File: config.mk
export PLATFORM = sky130hd
export DESIGN_NAME = sss_top
export DESIGN_NICKNAME = d
export VERILOG_FILES = /design/src/pkg/sss_pkg.sv /design/src/hw/sss_dev_gate.sv /design/src/hw/sss_top.sv
export VERILOG_INCLUDE_DIRS = /design/src /design/src/pkg
export SDC_FILE = /design/constraint.sdc
export NUM_CORES = 1
export LEC_CHECK = 0
export BUFFER_PORTS_ARGS = -buffer_cell sky130_fd_sc_hd__clkbuf_2
export CORE_MARGIN = 1.5
export CORE_UTILIZATION = 30
export CTS_BUF_LIST = sky130_fd_sc_hd__clkbuf_8 sky130_fd_sc_hd__clkbuf_16
export DETAILED_ROUTE_END_ITERATION = 8
export PLACE_DENSITY_LB_ADDON = 0.3
export REMOVE_ABC_BUFFERS = 1
export SETUP_SLACK_MARGIN = 0.3
export SLEW_MARGIN = 20
export SYNTH_ARGS = -nofsm -noshare
export SYNTH_HDL_FRONTEND = slang
export SYNTH_SLANG_ARGS = --single-unit
File: constraint.sdc
create_clock -name clk -period 2.85 [get_ports clk]
set_input_delay 0.285 -clock clk [delete_from_list [all_inputs] [get_ports clk]]
set_output_delay 0.285 -clock clk [all_outputs]
set_load 0.01 [all_outputs]
File: src/pkg/sss_defs.svh
// Constants of the system sleep state sequencer: field layouts, state codes, timing counts.
// Assumes inclusion by bare name; holds definitions only.
`ifndef SSS_DEFS_SVH
`define SSS_DEFS_SVH

// ****************************************************************
// Control word layout
// ****************************************************************
`define SSS_TYPE_LSB       10
`define SSS_TYPE_W        3
`define SSS_TRIG_BIT      13
`define SSS_CTRL_W        16

// ****************************************************************
// Sleep type codes per state
// ****************************************************************
`define SSS_TYP_S0        3'h0
`define SSS_TYP_S1        3'h1
`define SSS_TYP_S2        3'h2
`define SSS_TYP_S3        3'h3
`define SSS_TYP_S4        3'h4
`define SSS_TYP_S5        3'h5

// ****************************************************************
// Timing: settle time between power steps, in ns, and its cycle count at 4 ns
// ****************************************************************
`define SSS_CLK_NS        4
`define SSS_SETTLE_NS     40
`define SSS_SETTLE_CYC    ((`SSS_SETTLE_NS + `SSS_CLK_NS - 1) / `SSS_CLK_NS)

// ****************************************************************
// Power resource reference levels and device states
// ****************************************************************
`define SSS_NRES          8
`define SSS_NDEV          4
`define SSS_DSTATE_D3     2'h3

`endif

File: src/pkg/sss_pkg.sv
// Types of the system sleep state sequencer.
// Assumes sss_defs.svh for the numeric constants.
package sss_pkg;

  // ****************************************************************
  // System states
  // ****************************************************************
  typedef enum logic [2:0] {
    SSS_S0 = 3'h0,
    SSS_S1 = 3'h1,
    SSS_S2 = 3'h2,
    SSS_S3 = 3'h3,
    SSS_S4 = 3'h4,
    SSS_S5 = 3'h5
  } sss_state_t;

  // Control write from software: data and strobe for each controller half.
  typedef struct packed {
    logic        wr;    // One-cycle write strobe.
    logic [15:0] data;  // Written control word.
  } sss_ctrl_wr_t;

  // Retention and execution status shown to the platform.
  typedef struct packed {
    logic run;          // Processors may execute.
    logic cpu_keep;     // Processor context retained.
    logic dram_keep;    // DRAM contents retained.
    logic boot_resume;  // Next start goes through the boot location.
    logic full_boot;    // Next start needs a complete boot.
    logic s4_image;     // A saved memory image must be restored.
  } sss_status_t;

endpackage : sss_pkg

File: src/hw/sss_dev_gate.sv
// Device state gate: while sleeping, forces a device to D3 unless every referenced resource is on.
// Assumes per-device reference masks for the requested state from the surroundings.
`timescale 1ns/1ps
`include "sss_defs.svh"

module sss_dev_gate #(
  parameter int NRES = `SSS_NRES
) (
  // Clock and reset
  input  wire logic            clk,
  input  wire logic            reset,
  // Requested device state and its resource needs
  input  wire logic [1:0]      want_dstate,
  input  wire logic [NRES-1:0] need_mask,
  // Present resource power
  input  wire logic [NRES-1:0] res_on,
  input  wire logic            sleeping,
  // Granted device state
  output logic      [1:0]      dstate
);

  // Registered grant: D3 when sleeping and any needed resource is off.
  always_ff @(posedge clk or posedge reset)
  begin
    if (reset)
    begin
      dstate <= `SSS_DSTATE_D3;
    end
    else if (sleeping && ((need_mask & ~res_on) != '0))
    begin
      dstate <= `SSS_DSTATE_D3;
    end
    else
    begin
      dstate <= want_dstate;
    end
  end

endmodule : sss_dev_gate

File: src/hw/sss_top.sv
// System sleep state sequencer: takes sleep type and trigger, drives power and retention.
// Assumes control writes and wake inputs come from logic on the same clock.
//
// Behaviour
// - S0 runs processors, DRAM kept read/write.
// - S1 stops execution, keeps context, S0 resources off.
// - Wake from S1 resumes where execution stopped.
// - S2 loses context, keeps DRAM, S0-S1 resources off.
// - S3 keeps DRAM, S0-S2 resources off.
// - Wake from S2/S3 starts at boot location.
// - Sleeping device only in state with resources on.
// - S4 keeps nothing, all D3, S0-S3 off.
// - Enabled device wake returns system to S0.
// - Firmware hibernate optional, direct S4 always supported.
// - S5 needs full boot, code differs from S4.
`timescale 1ns/1ps
`include "sss_defs.svh"

module sss_top #(
  parameter int NRES   = `SSS_NRES,
  parameter int NDEV   = `SSS_NDEV,
  parameter int SETTLE = `SSS_SETTLE_CYC
) (
  // Clock and reset
  input  wire logic                  clk,
  input  wire logic                  reset,
  // Software control writes
  input  wire sss_pkg::sss_ctrl_wr_t primary_pm_control,
  input  wire sss_pkg::sss_ctrl_wr_t secondary_pm_control,
  input  wire logic                  firmware_assisted_hibernate,
  // Power resource levels: lowest system state each resource supplies
  input  wire logic [NRES-1:0][2:0]  res_level,
  // Devices: wanted state, resource needs, wake enable and wake request
  input  wire logic [NDEV-1:0][1:0]  dev_want,
  input  wire logic [NDEV-1:0][NRES-1:0] dev_need,
  input  wire logic [NDEV-1:0]       wake_enable,
  input  wire logic [NDEV-1:0]       wake_request,
  // Outputs to the platform
  output logic [NRES-1:0]            res_on,
  output logic [NDEV-1:0][1:0]       dev_state,
  output sss_pkg::sss_status_t       status,
  output sss_pkg::sss_state_t        sys_state,
  output logic                       busy,
  output logic                       wake_event
);

  // ****************************************************************
  // Elaboration checks
  // ****************************************************************
  if (NRES < 1 || NDEV < 1 || SETTLE < 1)
  begin : g_bad
    $error("sss_top: NRES, NDEV and SETTLE must be at least one.");
  end

  // ****************************************************************
  // Helpers
  // ****************************************************************
  // A resource stays on in a state only if its level is at or above that state.
  function automatic logic [NRES-1:0] res_for(input logic [2:0] st,
                                              input logic [NRES-1:0][2:0] lvl);
    logic [NRES-1:0] m;
    m = '0;
    for (int i = 0; i < NRES; i++)
    begin
      m[i] = (st == `SSS_TYP_S0) ? 1'b1 : (lvl[i] >= st);
    end
    return m;
  endfunction : res_for

  // Legal sleep type codes; S4 needs direct entry, always available.
  function automatic logic type_ok(input logic [2:0] t);
    return t <= `SSS_TYP_S5;
  endfunction : type_ok

  // ****************************************************************
  // Sequencer state
  // ****************************************************************
  typedef enum logic [1:0] {SEQ_IDLE, SEQ_SETTLE, SEQ_SLEEP, SEQ_WAKE} sss_seq_t;

  sss_seq_t            seq;         // Sequencer phase.
  logic [2:0]          target;      // Chosen target state code.
  logic [15:0]         settle_cnt;  // Settle countdown.
  logic [2:0]          last_sleep;  // State that the last wake ended.
  logic                trig;        // Trigger seen this cycle.
  logic [2:0]          trig_type;   // Type carried by that write.
  logic                any_wake;    // Enabled wake raised.

  // Trigger on either half, type taken from the triggering write itself.
  always_comb
  begin
    trig      = 1'b0;
    trig_type = `SSS_TYP_S0;
    if (primary_pm_control.wr && primary_pm_control.data[`SSS_TRIG_BIT])
    begin
      trig      = 1'b1;
      trig_type = primary_pm_control.data[`SSS_TYPE_LSB +: `SSS_TYPE_W];
    end
    else if (secondary_pm_control.wr && secondary_pm_control.data[`SSS_TRIG_BIT])
    begin
      trig      = 1'b1;
      trig_type = secondary_pm_control.data[`SSS_TYPE_LSB +: `SSS_TYPE_W];
    end
  end

  // Wake only from devices that are enabled and raising a wake request.
  assign any_wake = |(wake_enable & wake_request);

  // Phase control: settle, sleep, wake back to S0.
  always_ff @(posedge clk or posedge reset)
  begin
    if (reset)
    begin
      seq        <= SEQ_IDLE;
      target     <= `SSS_TYP_S0;
      settle_cnt <= 16'h0000;
    end
    else
    begin
      unique case (seq)
        SEQ_IDLE:
        begin
          if (trig && type_ok(trig_type) && trig_type != `SSS_TYP_S0)
          begin
            seq        <= SEQ_SETTLE;
            target     <= trig_type;
            settle_cnt <= 16'(SETTLE - 1);
          end
        end
        SEQ_SETTLE:
        begin
          if (settle_cnt == 16'h0000)
          begin
            seq <= SEQ_SLEEP;
          end
          else
          begin
            settle_cnt <= settle_cnt - 16'h0001;
          end
        end
        SEQ_SLEEP:
        begin
          if (any_wake)
          begin
            seq        <= SEQ_WAKE;
            settle_cnt <= 16'(SETTLE - 1);
          end
        end
        SEQ_WAKE:
        begin
          if (settle_cnt == 16'h0000)
          begin
            seq    <= SEQ_IDLE;
            target <= `SSS_TYP_S0;
          end
          else
          begin
            settle_cnt <= settle_cnt - 16'h0001;
          end
        end
      endcase
    end
  end

  // Record which sleep the wake ended, to pick the resume path.
  always_ff @(posedge clk or posedge reset)
  begin
    if (reset)
    begin
      last_sleep <= `SSS_TYP_S5;
    end
    else if (seq == SEQ_SLEEP && any_wake)
    begin
      last_sleep <= target;
    end
  end

  // ****************************************************************
  // Outputs
  // ****************************************************************
  // Visible system state follows the sequencer phase.
  always_ff @(posedge clk or posedge reset)
  begin
    if (reset)
    begin
      sys_state <= sss_pkg::SSS_S0;
    end
    else if (seq == SEQ_SLEEP)
    begin
      sys_state <= sss_pkg::sss_state_t'(target);
    end
    else
    begin
      sys_state <= sss_pkg::SSS_S0;
    end
  end

  // Resources switched off by level in the sleeping state.
  always_ff @(posedge clk or posedge reset)
  begin
    if (reset)
    begin
      res_on <= '1;
    end
    else if (seq == SEQ_SLEEP)
    begin
      res_on <= res_for(target, res_level);
    end
    else
    begin
      res_on <= '1;
    end
  end

  // Retention and resume status per state.
  always_ff @(posedge clk or posedge reset)
  begin
    if (reset)
    begin
      status <= '0;
    end
    else
    begin
      status.run         <= (seq == SEQ_IDLE);
      status.cpu_keep    <= (seq != SEQ_SLEEP) || (target == `SSS_TYP_S1);
      status.dram_keep   <= (seq != SEQ_SLEEP) || (target <= `SSS_TYP_S3);
      status.boot_resume <= (last_sleep != `SSS_TYP_S1);
      status.full_boot   <= (last_sleep == `SSS_TYP_S5);
      status.s4_image    <= (last_sleep == `SSS_TYP_S4) && !firmware_assisted_hibernate;
    end
  end

  // One-cycle wake pulse when the system returns to S0.
  always_ff @(posedge clk or posedge reset)
  begin
    if (reset)
    begin
      wake_event <= 1'b0;
    end
    else
    begin
      wake_event <= (seq == SEQ_WAKE) && (settle_cnt == 16'h0000);
    end
  end

  // Sequencer busy outside the working idle phase.
  assign busy = (seq != SEQ_IDLE);

  // ****************************************************************
  // Device gates
  // ****************************************************************
  // The gates judge against the resource mask of the state being entered.
  // The registered res_on lags by a cycle, so a device could otherwise keep its state
  // for one cycle after its supply drops.
  // In S4 and S5 the gates count on no resource, and every device needs all of them there, so all go to D3.
  logic [NRES-1:0] gate_res;  // Resources that the device gates may count on.
  assign gate_res = (seq == SEQ_SLEEP && target < `SSS_TYP_S4)
                    ? res_for(target, res_level) : '0;

  for (genvar d = 0; d < NDEV; d++)
  begin : g_dev
    logic [NRES-1:0] need;
    assign need = (seq == SEQ_SLEEP && target >= `SSS_TYP_S4) ? '1 : dev_need[d];
    sss_dev_gate #(
      .NRES        (NRES)
    ) u_gate (
      .clk         (clk),
      .reset       (reset),
      .want_dstate (dev_want[d]),
      .need_mask   (need),
      .res_on      (gate_res),
      .sleeping    (seq == SEQ_SLEEP),
      .dstate      (dev_state[d])
    );
  end

  // ****************************************************************
  // Assertions
  // ****************************************************************
  AST_TRIG_START: assert property (@(posedge clk) disable iff (reset)
    (seq == SEQ_IDLE && !trig) |=> (seq == SEQ_IDLE))
    else $error("Sequencer left idle without a trigger.");

  AST_S0_RUN: assert property (@(posedge clk) disable iff (reset)
    (seq == SEQ_IDLE) |=> status.run && status.dram_keep)
    else $error("Working state not running with DRAM kept.");

  AST_S1_KEEP: assert property (@(posedge clk) disable iff (reset)
    (seq == SEQ_SLEEP && target == `SSS_TYP_S1) |=> status.cpu_keep && !status.run)
    else $error("S1 lost context or kept running.");

  AST_S2_CTX: assert property (@(posedge clk) disable iff (reset)
    (seq == SEQ_SLEEP && target == `SSS_TYP_S2) |=> !status.cpu_keep && status.dram_keep)
    else $error("S2 retention wrong.");

  AST_S4_DRAM: assert property (@(posedge clk) disable iff (reset)
    (seq == SEQ_SLEEP && target == `SSS_TYP_S4) |=> !status.dram_keep)
    else $error("S4 kept DRAM.");

  AST_RES_OFF: assert property (@(posedge clk) disable iff (reset)
    (seq == SEQ_SLEEP && $past(seq) == SEQ_SLEEP)
      |-> ((res_on & ~res_for(target, res_level)) == '0))
    else $error("Resource left on above its level.");

  AST_WAKE_S0: assert property (@(posedge clk) disable iff (reset)
    (seq == SEQ_SLEEP && any_wake) |-> ##[1:300] (seq == SEQ_IDLE))
    else $error("Wake did not return to S0.");

  AST_RESUME_S1: assert property (@(posedge clk) disable iff (reset)
    (seq == SEQ_SLEEP && any_wake && target == `SSS_TYP_S1) |-> ##2 !status.boot_resume)
    else $error("S1 wake went through boot location.");

  AST_RESUME_BOOT: assert property (@(posedge clk) disable iff (reset)
    (seq == SEQ_SLEEP && any_wake && (target == `SSS_TYP_S2 || target == `SSS_TYP_S3))
      |-> ##2 status.boot_resume)
    else $error("S2/S3 wake did not start at boot location.");

  AST_S5_BOOT: assert property (@(posedge clk) disable iff (reset)
    (seq == SEQ_SLEEP && any_wake && target == `SSS_TYP_S5) |-> ##2 status.full_boot)
    else $error("S5 wake did not demand full boot.");

endmodule : sss_top

==> results of run 1 <==
-- routing by layer --
layer / routed length (um) / vias up / global-route usage [%]
li1: - / 1459 / -
met1: 3740 / 1397 / 19.8
met2: 4050 / 88 / 26.4
met3: 492 / 5 / 3.40
met4: 76 / 0 / 3.47
met5: 0 / - / 0
-- worst max-delay path: cells and delay by family (launching register included) --
| kind | cells | cell delay (ns) |
|---|---|---|
| and+or+nand+nor | 2 | 0.17 |
| DFF | 1 | 0.50 |
| AOI/OAI and AO/OA | 3 | 0.91 |
| buffers and inverters | 1 | 0.26 |
| adders and majority gates | 1 | 0.35 |
-- final cells by class --
class | instances | area [um^2]
fillers | 1075 | 6270
multi-input cells | 244 | 1710
flip-flops and latches | 50 | 1270
repair buffers | 119 | 618
well taps | 136 | 170
inverters | 38 | 143
clock buffers | 6 | 82.6
clock inverters | 2 | 11.3
-- cell usage after synthesis, types with 4 or more instances --
library cell and instances:
sky130_fd_sc_hd__nand2_1 39, sky130_fd_sc_hd__inv_1 38, sky130_fd_sc_hd__dfrtp_1 32, sky130_fd_sc_hd__ha_1 30, sky130_fd_sc_hd__o21ai_0 25, sky130_fd_sc_hd__a21oi_1 18, sky130_fd_sc_hd__dfstp_2 18, sky130_fd_sc_hd__nor2_1 18
sky130_fd_sc_hd__o31ai_1 8, sky130_fd_sc_hd__o2bb2ai_1 7, sky130_fd_sc_hd__nor2b_1 6, sky130_fd_sc_hd__nor3_1 6, sky130_fd_sc_hd__o211ai_1 6, sky130_fd_sc_hd__a31oi_1 5, sky130_fd_sc_hd__clkbuf_1 5, sky130_fd_sc_hd__mux2i_1 5
sky130_fd_sc_hd__o22ai_1 5, sky130_fd_sc_hd__a22o_1 4, sky130_fd_sc_hd__and2_1 4, sky130_fd_sc_hd__nand2b_1 4, sky130_fd_sc_hd__nand3_1 4
-- worst max path at each step --
| stage | end | startpoint | cells past startpoint |
|---|---|---|---|
| 3_3_place_gp | g_dev[3].u_gate.dstate[0]$_DFF_PP1_ | target[1]$_DFFE_PP0P_ | 7 |
| 4_1_cts | g_dev[2].u_gate.dstate[0]$_DFF_PP1_ | target[1]$_DFFE_PP0P_ | 7 |
| 5_1_grt | g_dev[2].u_gate.dstate[0]$_DFF_PP1_ | target[0]$_DFFE_PP0P_ | 8 |
| 3_5_place_dp | g_dev[2].u_gate.dstate[0]$_DFF_PP1_ | target[1]$_DFFE_PP0P_ | 7 |
| 6_report | g_dev[2].u_gate.dstate[0]$_DFF_PP1_ | target[1]$_DFFE_PP0P_ | 7 |
| 2_1_floorplan | seq[1]$_DFFE_PP0P_ | seq[0]$_DFFE_PP0P_ | 6 |
-- power groups by stage --
stage	Sequential, mW	Combinational [mW]	Clock [mW]
global route	1.13	1.90	0.482
finish	1.10	1.68	0.442
detailed placement	1.12	1.67	0
CTS	1.10	1.69	0.460
global placement	1.11	1.63	0
floorplan	1.13	1.07	0
-- kinds of logic (layout without fill, tap and decap cells) --
group | count (synthesis) | count (layout) | share of synthesized area [%]
AND/OR/NAND/NOR | 100 | 100 | 16.7
adder cells (fa/ha/maj) | 30 | 30 | 11.9
flip-flops | 50 | 50 | 40.3
multiplexers | 8 | 8 | 2.65
buffers and inverters | 47 | 165 | 5.93
AO/OA/AOI/OAI | 106 | 106 | 22.6
-- state kept, by name, indices dropped and copies added, names as in the netlist --
register and flops:
status 6, res_on 8, target 3, g_dev.u_gate.dstate 8, sys_state 3, settle_cnt 16
seq 2, wake_event 1, last_sleep 3
-- per-stage QoR --
stage | hold slack [ns] | util [%] | setup slack (ns) | instances | power [mW]
finish | 0.129 | 39.0 | 0.556 | 595 | 3.23
global route | 0.127 | 39.0 | 0.349 | 595 | 3.51
CTS | 0.122 | 38.9 | 0.325 | 595 | 3.25
detailed placement | 0.282 | 37.9 | 0.339 | 586 | 2.79
global placement | 0.278 | 37.9 | 0.381 | 586 | 2.74
floorplan | 0.356 | - | 0.303 | 332 | 2.21
-- what timing repair did --
item                                    in CTS  in global routing
hold buffers                                 1                  0
endpoints found under the setup margin       0                  4
gates resized for setup                      0                  2
endpoints found under the hold margin        3                  0
==> metrics.txt, run 1 <==
height of the die=106 um; min-delay src=firmware_assisted_hibernate; # rows=37; sequential cell fraction of total power=34.1%; htree depth=2; number of enable flip-flop cells after synthesis=0; syn_area_per_cell=9.28 um^2; Max FO, Critical Path=10; cell types occupying the most area after synthesis=sky130_fd_sc_hd__dfrtp_1 (25%), sky130_fd_sc_hd__dfstp_2 (15%), sky130_fd_sc_hd__ha_1 (12%); Post-Synthesis Cell Area=3160 um^2; net count reported at finish=597; count of endpoints failing hold in the final timing report=0; area growth from synthesis to layout=26.7%; post-synthesis sequential area ratio=40.3%; design area=4010 um^2; clock slew at reported path FFs=0.09 ns; Slew Viols, Final=0; first-pass GRT wire length=13900 um; worst hold path type=primary input to flop; result of the run=finished, final reports clean; Worst EP arrival=2.50 ns; net switching fraction of the power=43.8%; WHS Endpoint=status[0]$_DFF_PP0_; cell at the slowest stage of the critical path=sky130_fd_sc_hd__dfrtp_1; count of inserted antenna diode cells=0; GRT Resource Usage Total=15.4%; type of the setup path with the least slack=flop to flop; die outline area=11200 um^2; DP Area=3900 um^2; area share of the leading cell type in the synthesized netlist=25.3%; Inserted Clock Buffers=5; via count of the routed design=2949; io pins=136; Peak Freq=436 MHz; slew at the pin closest to its max-slew limit=0.716 ns; total power per unit cell area=805 nW/um^2; number of cells on the worst hold path=2; Post-CTS Setup Repair Bufs=0; highest-count cells in the layout ignoring fill and taps=sky130_fd_sc_hd__clkbuf_2 (111), sky130_fd_sc_hd__nand2_1 (39), sky130_fd_sc_hd__inv_1 (37), sky130_fd_sc_hd__dfrtp_1 (32), sky130_fd_sc_hd__ha_1 (30); CTS tree=built; Register-to-Register Setup Slack=0.56 ns; TNS Setup=0 ns; Congestion Overflow GR=0; fraction of final layout cells sized beyond drive strength 1=34.6%; DR vias/cell=4.96; number of distinct library cell variants in the gate-level netlist after synthesis=49; worst-path cell chain=inv_1 -> ha_1 -> nand2_1 -> o21ai_1 -> o2bb2ai_1 -> o31ai_1 -> nand2_1; weighted congestion at the end of routability-driven global placement=0.853; shortest clock period the worst path allows after layout=2.29 ns; Initial Util=30.8%; Leakage Power=2.02 nW; clock insertion delay at the later pin of the skew report=0.30 ns; Yosys top cell by area=sky130_fd_sc_hd__dfrtp_1; Detail Route Antenna Nets=0; relative contribution of the clock network to total power=13.7%; worst setup skew after layout=0.00924 ns; crit share post-route=80.5%; via count of the first global-routing pass=2996; count of clock tree sinks=50; R2R depth=7; deepest clock path buffer count=2; die outline width=106 um; primary flip-flop cell chosen by synthesis mapping=sky130_fd_sc_hd__dfrtp_1; Gate power share=52.2%; switching power=1.41 mW; Worst setup EP type=flop; Final Routed Wirelength=8360 um; most frequent standard cell in the layout excluding fill and tap cells=sky130_fd_sc_hd__clkbuf_2; area of the core=10300 um^2; drt pass-1 iters=4; DRC violations left=0; total of endpoints with negative setup slack in the final report=0; Port Buf Inserts=111; CP Data Required Time=3.06 ns; total internal power=1.81 mW; delay of the slowest cell on the worst path=0.50 ns; cell occurring most often along the worst timing path=sky130_fd_sc_hd__nand2_1; post-synthesis instance total=341; Synth Warn #=0; max-cap violations=0; worst reg2reg startpoint=target[1]$_DFFE_PP0P_; detailed-placement wirelength estimate=6520 um; detailed router's first-iteration violation count=110; initial antenna violation count=0; routed len/inst=14.0 um; flip-flop and latch count after synthesis=50; Max-slew headroom=52.1%; pin count of the biggest net entering global routing=34; Critical Path Source Type=flop; post-synthesis async set-or-reset flop share=100%; worst reg2reg endpoint=g_dev[2].u_gate.dstate[0]$_DFF_PP1_; highest ir drop seen on vdd=0.325 mV; setup repair after global routing missed its margin=false; root buf cell=sky130_fd_sc_hd__clkbuf_8
(Power assumes the default switching activity.)
==> run 2: changes to the inputs <==
clock period = 2.4 ns   (was 2.85 ns; I/O delays follow)
==> metrics.txt, run 2 (synthesis gave the netlist of run 1 again) <==
detailed router's first-iteration violation count=111 (was 110); deepest clock path buffer count=2 (unchanged); most frequent standard cell in the layout excluding fill and tap cells=sky130_fd_sc_hd__clkbuf_2 (unchanged); CTS tree=built (unchanged); count of clock tree sinks=50 (unchanged); shortest clock period the worst path allows after layout=2.03 ns (was 2.29 ns); Post-Place Setup Slack=0.102 ns (was 0.339 ns); Peak Freq=492 MHz (was 436 MHz); Port Buf Inserts=111 (unchanged); height of the die=106 um (unchanged); Max FO, Critical Path=7 (was 10); Largest register FFs=16 (unchanged); number of placed instances, taps included=593 (was 586); via count of the first global-routing pass=2817 (was 2996); net count reported at finish=611 (was 597); slew at the pin closest to its max-slew limit=0.785 ns (was 0.716 ns); register with the most flip-flops=settle_cnt (unchanged); total power per unit cell area=967 nW/um^2 (was 805 nW/um^2); area growth from synthesis to layout=34.7% (was 26.7%); setup repair after global routing missed its margin=true (was false); first-pass GRT wire length=13800 um (was 13900 um); Max-slew headroom=47.6% (was 52.1%); Worst setup EP type=flop (unchanged); DRC violations left=0 (unchanged); delay of the slowest cell on the worst path=0.40 ns (was 0.50 ns); sequential cell area in the final layout=1270 um^2 (about the same); Worst EP arrival=2.27 ns (was 2.50 ns); clock slew at reported path FFs=0.09 ns (about the same); clock insertion delay at the later pin of the skew report=0.30 ns (about the same); count of endpoints failing hold in the final timing report=0 (unchanged); Inserted Clock Buffers=5 (unchanged); routed len/inst=13.9 um (was 14.0 um); Slew Viols, Final=0 (unchanged); highest ir drop seen on vdd=0.363 mV (was 0.325 mV); die outline width=106 um (unchanged); GRT Resource Usage Total=15.4% (about the same); non-filler instance count after layout=609 (was 595); pin count of the biggest net entering global routing=38 (was 34); Final Routed Wirelength=8460 um (was 8360 um); worst setup skew after layout=0.00766 ns (was 0.00924 ns); R2R depth=9 (was 7); setup slack after layout=0.367 ns (was 0.556 ns); drt pass-1 iters=4 (unchanged); hold buffer count at CTS=0 (was 1); Critical Path Source Type=flop (unchanged); area of the core=10300 um^2 (unchanged); DR vias/cell=4.89 (was 4.96); Initial Util=30.8% (unchanged); htree depth=2 (unchanged); via count of the routed design=2979 (was 2949); Filler Cell Count=1068 (was 1075); max-cap violations=0 (unchanged); initial antenna violation count=0 (unchanged); cell at the slowest stage of the critical path=sky130_fd_sc_hd__dfrtp_1 (unchanged); Detail Route Antenna Nets=0 (unchanged); fraction of final layout cells sized beyond drive strength 1=40.4% (was 34.6%); io pins=136 (unchanged); worst-path cell chain=clkinvlp_4 -> buf_12 -> ha_4 -> a21o_1 -> a31oi_2 -> a22o_1 -> o41ai_2 -> buf_4 -> nand2_1 (was inv_1 -> ha_1 -> nand2_1 -> o21ai_1 -> o2bb2ai_1 -> o31ai_1 -> nand2_1); count of inserted antenna diode cells=0 (unchanged); die outline area=11200 um^2 (unchanged); area of the multi-input gates=1840 um^2 (was 1710 um^2); # rows=37 (unchanged); type of the setup path with the least slack=flop to flop (unchanged); result of the run=finished, final reports clean (unchanged); total of endpoints with negative setup slack in the final report=0 (unchanged); Leakage Power=2.10 nW (was 2.02 nW); highest-count cells in the layout ignoring fill and taps=sky130_fd_sc_hd__clkbuf_2 (111), sky130_fd_sc_hd__nand2_1 (38), sky130_fd_sc_hd__inv_1 (36), sky130_fd_sc_hd__dfrtp_1 (31), sky130_fd_sc_hd__ha_1 (25) (was sky130_fd_sc_hd__clkbuf_2 (111), sky130_fd_sc_hd__nand2_1 (39), sky130_fd_sc_hd__inv_1 (37), sky130_fd_sc_hd__dfrtp_1 (32), sky130_fd_sc_hd__ha_1 (30)); weighted congestion at the end of routability-driven global placement=0.849 (was 0.853); root buf cell=sky130_fd_sc_hd__clkbuf_8 (unchanged); CP Data Required Time=2.64 ns (was 3.06 ns); detailed-placement wirelength estimate=6530 um (was 6520 um); Congestion Overflow GR=0 (unchanged); registers with the most flip-flops=settle_cnt x16, g_dev.u_gate.dstate x8, res_on x8 (unchanged); crit share post-route=84.7% (was 80.5%); worst hold path type=primary input to async pin (was primary input to flop)
-- run 2: changes by cell type in the layout (fill, tap and decap cells not counted), moves of 2 or more --
cell / change
sky130_fd_sc_hd__ha_4: +5
sky130_fd_sc_hd__a21boi_0: -2
sky130_fd_sc_hd__clkinvlp_4: +2
sky130_fd_sc_hd__o31ai_1: -2
sky130_fd_sc_hd__a31oi_2: +3
sky130_fd_sc_hd__buf_4: +12
sky130_fd_sc_hd__buf_6: +2
sky130_fd_sc_hd__a31oi_1: -3
sky130_fd_sc_hd__o21ai_0: -2
sky130_fd_sc_hd__o21ai_1: +2
sky130_fd_sc_hd__a21boi_1: +2
sky130_fd_sc_hd__ha_1: -5
-- run 2: routing by layer --
metal	track usage, %	share of wire (%)	up-vias
met5	0	0	-
met4	3.19	1.0	0
met3	3.83	7.0	8
met2	26.2	48	93
met1	19.7	44	1383
li1	-	-	1495
-- run 2: final cells by class --
type                       instances  share of cell area [%]
clock buffer                       6                    1.94
clock inverter                     2                   0.205
inverter                          38                    3.52
multi-input combinational        244                    43.1
sequential                        50                    29.9
tap                              136                    3.99
timing repair buffer             133                    17.4
-- run 2: power by group --
group          switching (mW)  leakage (nW)  internal (mW)
clock network           0.273        0.0524          0.229
registers               0.172         0.602           1.13
logic                    1.31          1.45           1.01
-- run 2: worst paths after layout --
kind / slack [ns] / endpoint / start
min: 0.06 / settle_cnt[15]$_DFFE_PP0P_ / reset
min in group clk: 0.09 / status[0]$_DFF_PP0_ / firmware_assisted_hibernate
max reg2reg: 0.37 / g_dev[3].u_gate.dstate[1]$_DFF_PP1_ / target[2]$_DFFE_PP0P_
max in group asynchronous: 1.56 / g_dev[2].u_gate.dstate[0]$_DFF_PP1_ / reset
max: 0.37 / g_dev[3].u_gate.dstate[1]$_DFF_PP1_ / target[2]$_DFFE_PP0P_
min reg2reg: 0.48 / status[0]$_DFF_PP0_ / last_sleep[1]$_DFFE_PP0P_
-- run 2: what timing repair did --
action | in CTS | in global routing
pin swaps | 1 | 6
endpoints found under the hold margin | 0 | 0
setup buffers | 4 | 4
setup endpoints to repair | 8 | 15
resized for setup | 13 | 17
-- run 2: worst max-delay path: cells and delay by family (launching register included) --
kind,cells,cell delay (ns)
buffers and inverters,3,0.43
AO/OA/AOI/OAI,4,0.83
AND/OR/NAND/NOR,1,0.04
adder cells (fa/ha/maj),1,0.27
flip-flops,1,0.40
-- run 2: through the flow --
| step | hold slack (ns) | util [%] | power [mW] | TNS, ns | cell area [um^2] |
|---|---|---|---|---|---|
| after floorplan | 0.311 | - | 2.62 | -0.218 | 3120 |
| after detailed placement | 0.406 | 38.4 | 3.39 | 0 | 3950 |
| after global placement | 0.416 | 38.4 | 3.35 | 0 | 3950 |
| after CTS | 0.0767 | 40.4 | 4.02 | 0 | 4150 |
| final | 0.0648 | 41.5 | 4.12 | 0 | 4260 |
| after global routing | 0.0833 | 41.5 | 4.47 | 0 | 4260 |
